<file path="config.mk">
export PLATFORM = sky130hd
export DESIGN_NAME = dac_dither_offset_trim_regs
export DESIGN_NICKNAME = d
export VERILOG_FILES = /design/src/hw/dither_trim_pkg.sv /design/src/hw/dac_dither_offset_trim_regs.sv
export VERILOG_INCLUDE_DIRS = /design/src /design/src/hw
export SDC_FILE = /design/constraint.sdc
export NUM_CORES = 1
export LEC_CHECK = 0
export ABC_AREA = 0
export BUFFER_PORTS_ARGS = -buffer_cell sky130_fd_sc_hd__buf_4
export CAP_MARGIN = 20
export CELL_PAD_IN_SITES_DETAIL_PLACEMENT = 1
export CELL_PAD_IN_SITES_GLOBAL_PLACEMENT = 1
export CORE_MARGIN = 2
export CORE_UTILIZATION = 29
export CTS_CLUSTER_SIZE = 16
export DETAILED_ROUTE_END_ITERATION = 10
export PLACE_DENSITY_LB_ADDON = 0.1
export SETUP_SLACK_MARGIN = 0.3
export SKIP_LAST_GASP = 1
export SLEW_MARGIN = 20
export SYNTH_ARGS = -nofsm -noshare
export SYNTH_HDL_FRONTEND = slang
export SYNTH_SLANG_ARGS = --single-unit
</file>
<file path="constraint.sdc">
create_clock -name clk -period 2.67 [get_ports clk]
set_clock_uncertainty 0.2 [all_clocks]
set_input_delay 0.534 -clock clk [delete_from_list [all_inputs] [get_ports clk]]
set_output_delay 0.534 -clock clk [all_outputs]
set_load 0.01 [all_outputs]
</file>
<file path="src/hw/dither_trim_defs.svh">
/*
  Offsets, field widths, reset values and scaling constants for the
  dither and offset trim register bank.
  Assumes inclusion from the package and the bank module only.
*/
// Overview of operation
// - Keep a writable right secondary dither amount; add it to modulator low bits.
// - Dither amount is unsigned Q0.11; one equals 1/32 of modulator full scale.
// - Code zero adds nothing; bit 0 weighs 2^-11, bit 1 weighs 2^-10 of 1/32 FS.
// - Keep 8-bit left offset trim; apply it as manual DC offset on left output.
// - Keep 8-bit right offset trim; apply it as manual DC offset on right output.
// - Applied offset is the negated signed trim divided by four, in millivolts.
// - Trim is two's complement: 0x7F gives -31.75 mV, 0x80 gives +32.0 mV.
`ifndef DITHER_TRIM_DEFS_SVH
`define DITHER_TRIM_DEFS_SVH

`define OFS_DITHER_A      8'h4B
`define OFS_DITHER_B      8'h4C
`define OFS_LEFT_TRIM     8'h4E
`define OFS_RIGHT_TRIM    8'h4F
`define RST_REG           8'h00
`define DITHER_FRAC_BITS  11
`define DITHER_WIDTH      11
`define TRIM_WIDTH        8
`define OFFSET_QMV_WIDTH  9

`endif

</file>
<file path="src/hw/dither_trim_pkg.sv">
/*
  Types for the dither and offset trim register bank.
  Assumes the constants header is on the include path.
*/
`include "dither_trim_defs.svh"

package dither_trim_pkg;

  // Host register access, one byte per transaction
  typedef struct packed {
    logic       wr;
    logic       rd;
    logic [7:0] addr;
    logic [7:0] wdata;
  } reg_req_t;

  // Applied offsets in quarter millivolts, signed
  typedef struct packed {
    logic signed [`OFFSET_QMV_WIDTH-1:0] left_qmv;
    logic signed [`OFFSET_QMV_WIDTH-1:0] right_qmv;
  } offset_out_t;

endpackage : dither_trim_pkg

</file>
<file path="src/hw/dac_dither_offset_trim_regs.sv">
/*
  Register bank holding the right secondary DC dither amount and the left
  and right manual offset trims, with their drive to the modulator and the
  offset stage.
  Assumes the control port decoder hands in single-cycle byte requests on
  clk, and that the modulator adds dither_q0_11 to its low-order input bits.
*/
`timescale 1ns/10ps
`default_nettype none

`include "dither_trim_defs.svh"

module dac_dither_offset_trim_regs
  import dither_trim_pkg::*;
(
  // Clock and reset
  input  wire logic                          clk,
  input  wire logic                          rst,
  // Control port register access
  input  wire reg_req_t                      req,
  output logic      [7:0]                    rdata,
  output logic                               rvalid,
  // Modulator and offset stage
  output logic      [`DITHER_WIDTH-1:0]      dither_q0_11,
  output logic                               dither_active,
  output logic      [`TRIM_WIDTH-1:0]        left_offset_trim_value,
  output logic      [`TRIM_WIDTH-1:0]        right_offset_trim_value,
  output offset_out_t                        offset_qmv
);

  logic [7:0]        dither_a;
  logic [7:0]        dither_b;
  logic [7:0]        left_trim;
  logic [7:0]        right_trim;
  logic [7:0]        next_dither_a;
  logic [7:0]        next_dither_b;
  logic [7:0]        next_left_trim;
  logic [7:0]        next_right_trim;
  logic [7:0]        next_rdata;
  logic              next_rvalid;
  logic [`DITHER_WIDTH-1:0] next_dither;
  logic              next_dither_active;
  offset_out_t       next_offset;

  // Register writes and read mux
  always_comb begin
    next_dither_a   = dither_a;
    next_dither_b   = dither_b;
    next_left_trim  = left_trim;
    next_right_trim = right_trim;
    if (req.wr) begin
      case (req.addr)
        `OFS_DITHER_A:   next_dither_a   = req.wdata;
        `OFS_DITHER_B:   next_dither_b   = req.wdata;
        `OFS_LEFT_TRIM:  next_left_trim  = req.wdata;
        `OFS_RIGHT_TRIM: next_right_trim = req.wdata;
        default:         ;
      endcase
    end
    next_rvalid = req.rd;
    case (req.addr)
      `OFS_DITHER_A:   next_rdata = dither_a;
      `OFS_DITHER_B:   next_rdata = dither_b;
      `OFS_LEFT_TRIM:  next_rdata = left_trim;
      `OFS_RIGHT_TRIM: next_rdata = right_trim;
      default:         next_rdata = 8'h00;
    endcase
    if (!req.rd) begin
      next_rdata = 8'h00;
    end
  end

  // Dither: low byte plus the three low bits of part b form the Q0.11 code.
  // Upper five bits of part b are stored for read-back but do not steer.
  always_comb begin
    next_dither        = {dither_b[2:0], dither_a};
    next_dither_active = (next_dither != '0);
  end

  // Offset in quarter mV is the negated signed trim; 0x80 negates to +128
  // which needs the ninth bit, so the sign is extended before negating.
  always_comb begin
    next_offset.left_qmv  = -$signed({left_trim[7], left_trim});
    next_offset.right_qmv = -$signed({right_trim[7], right_trim});
  end

  // Register file
  always_ff @(posedge clk) begin
    if (rst) begin
      dither_a   <= `RST_REG;
      dither_b   <= `RST_REG;
      left_trim  <= `RST_REG;
      right_trim <= `RST_REG;
    end else begin
      dither_a   <= next_dither_a;
      dither_b   <= next_dither_b;
      left_trim  <= next_left_trim;
      right_trim <= next_right_trim;
    end
  end

  // Read port
  always_ff @(posedge clk) begin
    if (rst) begin
      rdata  <= 8'h00;
      rvalid <= 1'b0;
    end else begin
      rdata  <= next_rdata;
      rvalid <= next_rvalid;
    end
  end

  // Drive to modulator and offset stage, one edge behind the registers
  always_ff @(posedge clk) begin
    if (rst) begin
      dither_q0_11            <= '0;
      dither_active           <= 1'b0;
      left_offset_trim_value  <= '0;
      right_offset_trim_value <= '0;
      offset_qmv              <= '0;
    end else begin
      dither_q0_11            <= next_dither;
      dither_active           <= next_dither_active;
      left_offset_trim_value  <= left_trim;
      right_offset_trim_value <= right_trim;
      offset_qmv              <= next_offset;
    end
  end

  a_read_back: assert property (@(posedge clk) disable iff (rst)
    (req.wr && req.addr == `OFS_LEFT_TRIM) ##1
    (req.rd && req.addr == `OFS_LEFT_TRIM && !req.wr) |=> rdata == $past(req.wdata, 2))
    else $error("left trim read-back mismatch");

  a_reset_zero: assert property (@(posedge clk)
    $past(rst) |-> (left_trim == 8'h00 && dither_a == 8'h00 &&
                    right_trim == 8'h00 && dither_b == 8'h00))
    else $error("registers not zero after reset");

  a_dither_map: assert property (@(posedge clk) disable iff (rst)
    1'b1 |=> dither_q0_11 == {$past(dither_b[2:0]), $past(dither_a)})
    else $error("dither code not built from both parts");

  a_dither_zero: assert property (@(posedge clk) disable iff (rst)
    ##1 (dither_active == (dither_q0_11 != '0)))
    else $error("dither active flag wrong for code");

  a_dither_lsb: assert property (@(posedge clk) disable iff (rst)
    (dither_a == 8'h01 && dither_b[2:0] == 3'b000) |=> dither_q0_11 == 11'h001)
    else $error("dither lsb weight wrong");

  a_left_trim_out: assert property (@(posedge clk) disable iff (rst)
    1'b1 |=> left_offset_trim_value == $past(left_trim))
    else $error("left trim not driven to offset stage");

  a_right_trim_out: assert property (@(posedge clk) disable iff (rst)
    1'b1 |=> right_offset_trim_value == $past(right_trim))
    else $error("right trim not driven to offset stage");

  a_offset_neg: assert property (@(posedge clk) disable iff (rst)
    1'b1 |=> offset_qmv.left_qmv + $signed({$past(left_trim[7]), $past(left_trim)}) == 9'sd0)
    else $error("left offset is not the negated trim");

  a_offset_ends: assert property (@(posedge clk) disable iff (rst)
    (right_trim == 8'h80) |=> offset_qmv.right_qmv == 9'sd128)
    else $error("most negative trim must give plus 32 mV");

  a_dither_low_write: assert property (@(posedge clk) disable iff (rst)
    (req.wr && req.addr == `OFS_DITHER_A) |=> dither_a == $past(req.wdata))
    else $error("dither part a write did not land");

  a_dither_high_write: assert property (@(posedge clk) disable iff (rst)
    (req.wr && req.addr == `OFS_DITHER_B) |=> dither_b == $past(req.wdata))
    else $error("dither part b write did not land");

  a_left_trim_write: assert property (@(posedge clk) disable iff (rst)
    (req.wr && req.addr == `OFS_LEFT_TRIM) |=> left_trim == $past(req.wdata))
    else $error("left trim write did not land");

  a_right_trim_write: assert property (@(posedge clk) disable iff (rst)
    (req.wr && req.addr == `OFS_RIGHT_TRIM) |=> right_trim == $past(req.wdata))
    else $error("right trim write did not land");

  a_dither_high_bits: assert property (@(posedge clk) disable iff (rst)
    (req.wr && req.addr == `OFS_DITHER_B) |=>
    ##1 dither_q0_11[10:8] == $past(req.wdata[2:0], 2))
    else $error("dither high bits not taken from part b");

  a_read_valid: assert property (@(posedge clk) disable iff (rst)
    req.rd |=> rvalid)
    else $error("read not answered on the next edge");

  a_idle_quiet: assert property (@(posedge clk) disable iff (rst)
    !req.rd |=> (!rvalid && rdata == 8'h00))
    else $error("read port not quiet without a read");

  a_unmapped_read: assert property (@(posedge clk) disable iff (rst)
    (req.rd && !(req.addr inside {`OFS_DITHER_A, `OFS_DITHER_B, `OFS_LEFT_TRIM,
                                  `OFS_RIGHT_TRIM})) |=> (rvalid && rdata == 8'h00))
    else $error("unmapped read returned data");

  a_unmapped_write: assert property (@(posedge clk) disable iff (rst)
    (req.wr && !(req.addr inside {`OFS_DITHER_A, `OFS_DITHER_B, `OFS_LEFT_TRIM,
                                  `OFS_RIGHT_TRIM})) |=>
    ($stable(dither_a) && $stable(dither_b) && $stable(left_trim) && $stable(right_trim)))
    else $error("unmapped write changed a register");

  a_trim_hold: assert property (@(posedge clk) disable iff (rst)
    !(req.wr && req.addr == `OFS_LEFT_TRIM) |=> $stable(left_trim))
    else $error("left trim changed without a write");

  a_offset_neg_right: assert property (@(posedge clk) disable iff (rst)
    1'b1 |=> offset_qmv.right_qmv + $signed({$past(right_trim[7]), $past(right_trim)}) == 9'sd0)
    else $error("right offset is not the negated trim");

  a_offset_left_max: assert property (@(posedge clk) disable iff (rst)
    (left_trim == 8'h7F) |=> offset_qmv.left_qmv == 9'h181)
    else $error("largest positive trim gives wrong offset");

  a_offset_left_top: assert property (@(posedge clk) disable iff (rst)
    (left_trim == 8'h80) |=> offset_qmv.left_qmv == 9'h080)
    else $error("most negative left trim gives wrong offset");

  a_offset_minus_one: assert property (@(posedge clk) disable iff (rst)
    (left_trim == 8'hFF) |=> offset_qmv.left_qmv == 9'h001)
    else $error("all ones trim must give one quarter step up");

  a_offset_zero: assert property (@(posedge clk) disable iff (rst)
    (left_trim == 8'h00) |=> offset_qmv.left_qmv == 9'h000)
    else $error("zero trim must give no offset");

  a_reset_outputs: assert property (@(posedge clk)
    rst |=> (rdata == 8'h00 && !rvalid && dither_q0_11 == '0 && !dither_active &&
             left_offset_trim_value == 8'h00 && right_offset_trim_value == 8'h00 &&
             offset_qmv == '0))
    else $error("outputs not cleared by reset");

endmodule : dac_dither_offset_trim_regs

`default_nettype wire

</file>
## Word-level counts from Yosys, hierarchy flattened

Index checks and enable logic that the tools add are counted.
Widths: inputs -> output; s select.

| word-level totals | value |
|---|---|
| register bits | 87 |
| word-level logic and storage cells | 26 |
| output and inout bits | 55 |
| bits of input ports | 20 |

| operators by class | value |
|---|---|
| reduce and logical (&&, ||, !) cells | 6 |
| equal/unequal tests | 4 |
| $add $sub $neg | 2 |
| muxes and demuxes | 1 |
| bitwise gates (word level) | 1 |

Operators with widths:

| operator | number |
|---|---|
| $eq 8x7->1 const B | 4 |
| $pmux 8 s4 | 1 |
| $neg 8->9 | 2 |
| $reduce_bool 11->1 | 1 |
| $reduce_and 2->1 | 4 |
| $reduce_or 2->1 | 1 |
| $not 1->1 | 1 |

## Logic depth before layout (Yosys ltp)

Gate-level depths: netlist of run 1.

| logic depth | value |
|---|---|
| depth in word-level cells | 2 |
| depth in mapped cells | 5 |
| depth with buffers taken out | 5 |

## Worst setup path after synthesis of run 1

OpenSTA, ideal clock, no wires.

| path | value |
|---|---|
| path kind | input -> register |
| start | in req[13] (netlist bit) |
| end | reg dither_a[0] |
| setup slack | 0.574 ns |
| required time | 2.398 ns |
| arrival | 1.824 ns |
| path buffers | 1 |
| cell stages on the path | 4 |
| library setup time | 0.072 ns |
| path through | or3_1 -> buf_6 -> nor4_4 -> mux2i_1 |

| between the ends | value |
|---|---|
| word-level cells in the longest chain between the ends | 2 |

RTL lines:

| item | RTL line | RTL |
|---|---|---|
| from (decl) | dac_dither_offset_trim_regs.sv:20 | `input wire reg_req_t req,` |
| $eq 8x7->1 | dac_dither_offset_trim_regs.sv:52 | `case (req.addr)` |
| $reduce_and 2->1 (no source line) | - |  |
| to (signal assigned) | dac_dither_offset_trim_regs.sv:90 | `` dither_a <= `RST_REG; `` |
| to (signal assigned) | dac_dither_offset_trim_regs.sv:95 | `dither_a <= next_dither_a;` |
| to (decl) | dac_dither_offset_trim_regs.sv:31 | `logic [7:0] dither_a;` |

No other way between the ends.
A chain may end at the register's enable or synchronous reset.

## Worst setup path after layout of run 1

| path | value |
|---|---|
| start | reg right_trim[2] |
| end | reg offset_qmv[6] (netlist bit) |

| between the ends | value |
|---|---|
| word-level cells in the longest chain between the ends | 1 |

RTL lines:

| item | RTL line | RTL |
|---|---|---|
| from (decl) | dac_dither_offset_trim_regs.sv:34 | `logic [7:0] right_trim;` |
| from (signal assigned) | dac_dither_offset_trim_regs.sv:93 | `` right_trim <= `RST_REG; `` |
| from (signal assigned) | dac_dither_offset_trim_regs.sv:98 | `right_trim <= next_right_trim;` |
| $neg 8->9 | dac_dither_offset_trim_regs.sv:84 | `next_offset.right_qmv = -$signed({right_trim[7], right_trim});` |
| to (signal assigned) | dac_dither_offset_trim_regs.sv:126 | `offset_qmv <= next_offset;` |
| to (decl) | dac_dither_offset_trim_regs.sv:28 | `output offset_out_t offset_qmv` |

No other way between the ends.

==> results.md, run 1 <==
- Nature of the critical path endpoint: flop
- Post-CTS Setup Repair Bufs: 0
- Post_cts resized: 0
- Cells after synthesis: ~300
- Residual DRC count: 0
- Synthesized flop and latch total: 85
- Pre-antenna DRT Iters: 4
- Global Route Usage Sum: 0.132
- R2R depth: 3
- Hold Startpoint: req[16]
- Vias in the first global route: 2,285
- Worst Path Max Fanout: 6
- Tmin final: roughly 1.9 ns
- Max Slew Vio Count: 0
- Max-Cap Viols: 0
- Row cnt: 38
- Setup slack, reg-to-reg: 0.77 ns
- Family with the most delay on the worst path: simple AND/OR/NAND/NOR gates
- Total Routed Length: 7470 um
- Setup ws final: around 0.77 ns
- Fin crit share: 0.712
- Full die area: 0.0117 mm2
- I/O pin count: 75
- Die height: about 110 um
- First-pass GRT wire length: 11,600 um
- Most common cell after layout, fill and taps aside: dfxtp_1
- Core box area: roughly 0.011 mm2
- Worst r2r dst: offset_qmv[6]$_SDFF_PP0_
- Least-Margin Pin Slew: approximately 0.41 ns
- Global Route met2 Usage: 0.212
- Clock Path Buffers: 2
- Initial antenna violation count: 0
- Syn Std Cell Area: approximately 0.0032 mm2
- Clock Latency Late Sink: 0.35 ns
- Worst IR drop on VDD: 0.000292 V
- Pre-CTS WS: roughly 0.48 ns
- Initial Utilization: 0.294
- RSZ-0062 raised after global routing: false
- Nets: 397
- Final Hold Viols: 0
- Syn_nets: 320
- Status: finished, final reports clean
- Final core utilization: 0.383
- CP Buf/Inv Count: 0
- Cell Chain, Critical Path: or3_1 > or3b_1 > mux2_1
- Pwr Density: 602 mW/mm2
- CTS tree: done
- Area grow syn2layout: 30.5%
- Worst setup SP type: flop
- Slowest CP cell: or3_1
- Met1 usage: 0.175
- Seq/Total Area, Yosys: 0.539
- Global routing's busiest layer: met2
- Fillcell total: 1,273
- Chip Width: roughly 110 um
- Library cells used by synthesis: 35
- Worst-path clk slew: 0.09 ns
- Setup TNS: 0 ns
- Worst Path Arrival: 1.94 ns
- Worst Hold End: rvalid$_SDFF_PP0_
- Max frequency: 526 MHz
- Syn Area/Cell: 10.6 um2
- YS warnings: 0
- Multi-input logic area: 0.00127 mm2
- CP required: between 2 and 3 ns
- Critical R2R Launch: right_trim[2]$_SDFFE_PP0P_
- Register area: 0.00170 mm2
- Hold crit path type: primary input to flop
- Drt wl/cell: 14.4 um
- 1st-iter DRT viols: 28
- Hpwl dp: 5500 um
- CP startpoint: right_trim[2]$_SDFFE_PP0P_
- Final ANT Viol Nets: 0
- Port bufs: 74
- Worst hold stages: 3
- H-tree depth: 3
- Finish-stage setup viols: 0
- Via density: between 4 and 5
- CTS Sinks: 85
- Clock Root Buffer: clkbuf_8
- Num CTS Buffers: 9
- CTS Hold Bufs: 0
- Headroom to the max-slew limit: 0.727
- Pin count of the biggest net entering global routing: 30
- GRT overflow: 0
- Max incr delay on CP: 0.45 ns
- Layout cell share with drive strength beyond 1: 0.284
- Most frequent cells in the layout: dfxtp_1, buf_4, nand2b_1, mux2i_1, inv_1
- GRT met3 Usage: 0.0350
- Placer's final routability congestion estimate: around 0.73
- N_diodes: 0
- Pleak: 1.91 nW
- CP Class: flop to flop
- Vias: 2,276
-- registers in the layout (all words and copies together), names as in the netlist, 8 cells and up --
register	cells
offset_qmv	16
left_trim	8
dither_a	8
dither_b	8
rdata	8
left_offset_trim_value	8
right_trim	8
dither_q0_11	11
right_offset_trim_value	8
-- cells in the mapped netlist --
master	instances	area share
a2111o_1	1	0.0036
a21oi_1	7	0.011
a22oi_1	7	0.017
a31oi_1	1	0.0020
and2_1	1	0.0020
and3b_1	2	0.0056
buf_2	1	0.0016
buf_4	2	0.0048
buf_6	1	0.0036
clkbuf_1	10	0.012
dfxtp_1	85	0.54
ha_1	2	0.0079
inv_1	32	0.038
mux2_1	1	0.0036
mux2_2	8	0.029
mux2i_1	35	0.11
nand2_1	10	0.012
nand2b_1	44	0.087
nor2_1	10	0.012
nor2b_1	2	0.0040
nor3_1	7	0.011
nor3b_1	2	0.0048
nor4_1	5	0.0099
nor4_4	3	0.020
nor4b_1	1	0.0028
o21a_1	2	0.0048
o22a_1	1	0.0028
o31a_1	2	0.0056
o31ai_1	1	0.0024
or2_2	1	0.0020
or3_1	3	0.0059
or3b_1	2	0.0056
or4_1	1	0.0024
xnor2_1	1	0.0028
xor2_1	4	0.011
-- worst max path at each step --
stage,cells past startpoint,slack (ns),to
after floorplan,4,0.57,dither_a[0]$_SDFFE_PP0P_
after global placement,5,0.52,dither_a[0]$_SDFFE_PP0P_
after detailed placement,5,0.48,dither_a[7]$_SDFFE_PP0P_
after CTS,3,0.78,offset_qmv[6]$_SDFF_PP0_
after global routing,3,0.71,offset_qmv[6]$_SDFF_PP0_
final,3,0.77,offset_qmv[6]$_SDFF_PP0_
-- area by class of cell --
class / count / area share
multi-input cells: 167 / 0.309
inverters: 32 / 0.0292
clock buffers: 11 / 0.0343
repair buffers: 80 / 0.146
well taps: 140 / 0.0425
flip-flops and latches: 85 / 0.413
clock inverters: 5 / 0.0261
-- tightest hold or removal path, cell delays in order --
cell and delay, ns:
buf_4 0.08, nand2b_1 0.07, inv_1 0.05
-- kinds of logic after synthesis --
logic type | synth area share
AOI/OAI and AO/OA | 0.0488
DFF | 0.539
xor gates and xnor gates | 0.0139
buffers and inverters | 0.0599
muxes | 0.143
and+or+nand+nor | 0.187
adders and majority gates | 0.00793
-- per-stage QoR --
| step | hold WS [ns] | cells | total power [W] | cell area [um2] |
|---|---|---|---|---|
| after detailed placement | 0.272 | 504 | 0.00139 | 3870 |
| after global routing | 0.207 | 520 | 0.00258 | 4120 |
| final | 0.205 | 520 | 0.00248 | 4120 |
| after CTS | 0.190 | 520 | 0.00252 | 4120 |
| after floorplan | 0.245 | 298 | 0.00135 | 3160 |
| after global placement | 0.260 | 504 | 0.00139 | 3870 |
-- layer usage --
metal | vias up | share of wire
li1 | 1141 | -
met3 | 7 | 0.049
met5 | - | 0
met1 | 1081 | 0.48
met4 | 0 | 0.012
met2 | 47 | 0.46
-- power by group --
part | total [W] | internal [W] | switching (W) | leakage, nW
clock network | 0.00112 | 0.000651 | 0.000468 | 0.124
logic | 0.0000909 | 0.0000423 | 0.0000486 | 1.10
registers | 0.00127 | 0.00127 | 0.00000121 | 0.685
Power figures use the tool's default switching activity.
==> run 2, diff against run 1 <==
Settings changed: ABC_AREA 0 to 1.
Clock period 2.67 ns to 1.5 ns, I/O delays scaled along.
==> run 2 against run 1 <==
  * Sequential cell count unchanged
  * First-iteration DRC count increased to 4.3 times the previous value
  * Sequential share of layout area decreased by 8.9 points
  * Largest power group is now the clock network
  * Critical path type unchanged
==> results.md, run 2 <==
- Worst r2r dst: offset_qmv[13]$_SDFF_PP0_
- 1st-iter DRT viols: 119
- Global Route Usage Sum: 0.176
- Placer's final routability congestion estimate: around 0.8
- Ys async rst share: 0
- Layout cell share with drive strength beyond 1: 0.532
- Share of the synthesized area in the top cell type: 0.519
- Library cells used by synthesis: 20
- CTS tree: done
- Syn Area/Cell: 7.52 um2
- Fin crit share: 0.912
- Port bufs: 74
- Worst Path Max Fanout: 2
- Full die area: 0.0122 mm2
- Finish-stage setup viols: 0
- Critical R2R Launch: left_trim[0]$_SDFFE_PP0P_
- Cell taking the most area after synthesis: dfxtp_1
- Mux cell area share after synthesis: 0
- Total Routed Length: 10,700 um
- Drt wl/cell: 15.5 um
- Post-synth EDFFs: 0
- Final Hold Viols: 0
- Setup slack, reg-to-reg: 0.13 ns
- Vias: approximately 3,200
- Via density: 4.60
- Max incr delay on CP: 0.37 ns
- Pin count of the biggest net entering global routing: 29
- Least-Margin Pin Slew: 0.343 ns
- Pwr Density: around 900 mW/mm2
- R2R depth: 8
- Hold crit path type: primary input to flop
- Seq/Total Area, Yosys: 0.519
- Num CTS Buffers: 9
- Max-Cap Viols: 0
- Clock Latency Late Sink: 0.34 ns
- Core box area: approximately 0.011 mm2
- Setup ws final: 0.132 ns
- Post-Synth Adder-Cell Area: 0.00763
- Biggest regs: offset_qmv (16), dither_q0_11 (11)
- Most used DFF post-synth: dfxtp_1
- Crit-path most repeated cell: inv_4
- CP startpoint: left_trim[0]$_SDFFE_PP0P_
- Most common cell after layout, fill and taps aside: nor2_1
- RSZ-0062 raised after global routing: true
- Pre-antenna DRT Iters: 4
- CTS Sinks: 85
- Max Slew Vio Count: 0
- H-tree depth: 3
- Initial antenna violation count: 0
- Area fraction in compound gates after synthesis: 0.0374
- Pleak: 2.46 nW
- Chip Width: around 110 um
- Tot Pwr: 0.00498 W
- Max reg flops: 16
- Synthesized flop and latch total: 85
- Worst-path clk slew: about 0.060 ns
- Final ANT Viol Nets: 0
- Main area contributors after synthesis: dfxtp_1, nor2_1, nand2_1, nand3_1, inv_1
- CP Class: flop to flop
- Slowest CP cell: dfxtp_4
- Cell Chain, Critical Path: inv_4 > ha_4 > inv_4 > nor2_4 > buf_4 > buf_6 > a21oi_2 > nor2_1
- Tmin final: 1.37 ns
- Nets: 566
- Worst setup SP type: flop
- Row cnt: 38
- Worst hold stages: 3
- Pre-CTS WS: -0.182 ns
- GRT overflow: 0
- CP required: 1.53 ns
- N_diodes: 0
- Post-Synth XOR/XNOR Area: 0
- Clock Root Buffer: clkbuf_16
- Die height: 110 um
- Vias in the first global route: 3,193
- First-pass GRT wire length: approximately 16,000 um
- Status: finished, final reports clean
- Nature of the critical path endpoint: flop
- Worst Path Arrival: 1.40 ns
- I/O pin count: 75
- Post-synth top cells: nor2_1, nand2_1, dfxtp_1, inv_1, nand3_1
- Main combinational cell family by area after synthesis: simple AND/OR/NAND/NOR gates
- Count leader, synth: nor2_1
- Largest reg by FF count: offset_qmv
- Max frequency: 731 MHz
- Syn Std Cell Area: 0.00328 mm2
- Hpwl dp: 6800 um
- Initial Utilization: 0.300
- Worst IR drop on VDD: 0.000456 V
- Residual DRC count: 0
- CP Capture Point: offset_qmv[13]$_SDFF_PP0_
- YS warnings: 0
- Clock Path Buffers: 2
- Most frequent cells in the layout: nor2_1, buf_6, nand2_1, dfxtp_2, buf_4
- Syn_nets: 458
- Headroom to the max-slew limit: 0.771
- Cells after synthesis: 436
- Area grow syn2layout: 67.3%
- Simple logic cell fraction of the synthesized area: 0.348
run 2: how the worst min path moves through the flow:
| stage | start | slack (ns) | end |
|---|---|---|---|
| 2_1_floorplan | req[0] | 0.22 | dither_a[0]$_SDFFE_PP0P_ |
| 3_3_place_gp | dither_b[4]$_SDFFE_PP0P_ | 0.25 | dither_b[4]$_SDFFE_PP0P_ |
| 3_5_place_dp | dither_b[1]$_SDFFE_PP0P_ | 0.26 | dither_q0_11[9]$_SDFF_PP0_ |
| 4_1_cts | req[0] | 0.01 | dither_a[0]$_SDFFE_PP0P_ |
| 5_1_grt | req[4] | 0.05 | dither_b[4]$_SDFFE_PP0P_ |
| 6_report | req[6] | 0.04 | dither_a[6]$_SDFFE_PP0P_ |
run 2: where the power goes:
group / total (W) / internal (W) / leakage [nW] / switching, W
Combinational: 0.000300 / 0.000131 / 1.59 / 0.000169
Clock: 0.00242 / 0.00150 / 0.158 / 0.000922
Sequential: 0.00226 / 0.00226 / 0.714 / 0.00000503
run 2: layer usage:
layer	part of all wire	vias to the layer above	GRT usage
li1	-	1571	-
met1	0.45	1522	0.226
met2	0.50	60	0.293
met3	0.036	15	0.0364
met4	0.019	0	0.0652
met5	0	-	0
run 2: critical path, delay by kind of cell, from the launching register on:
family,cells,cell delay [ns]
buffers and inverters,4,0.33
adders and majority gates,1,0.16
and+or+nand+nor,2,0.09
DFF,1,0.37
AOI/OAI and AO/OA,1,0.10
run 2: timing repair:
item,in CTS,in global routing
hold buffers,0,0
pin swaps,28,43
setup endpoints to repair,107,107
setup buffers,10,9
cloned,4,2
resized for setup,130,111
run 2: logic make-up after synthesis:
logic type | Yosys count
fa+ha+maj | 2
compound gates | 24
simple gates | 266
buf+inv | 59
flops | 85
run 2: layout make-up:
class,count,area (um2)
clock buffers,10,239
well taps,140,175
clock inverters,6,86.3
multi-input cells,295,1750
fillers,1271,5450
flip-flops and latches,85,1780
inverters,41,198
repair buffers,112,1260
run 2: per-stage QoR:
step           TNS, ns  utilization  cell area, um2  hold WS (ns)  cells
4_1_cts              0        0.461            5040        0.0139    678
3_3_place_gp     -3.32        0.377            4120         0.253    648
2_1_floorplan        0            -            3370         0.216    436
5_1_grt              0        0.502            5490        0.0469    689
3_5_place_dp     -4.52        0.377            4120         0.260    648
6_report             0        0.502            5490        0.0415    689
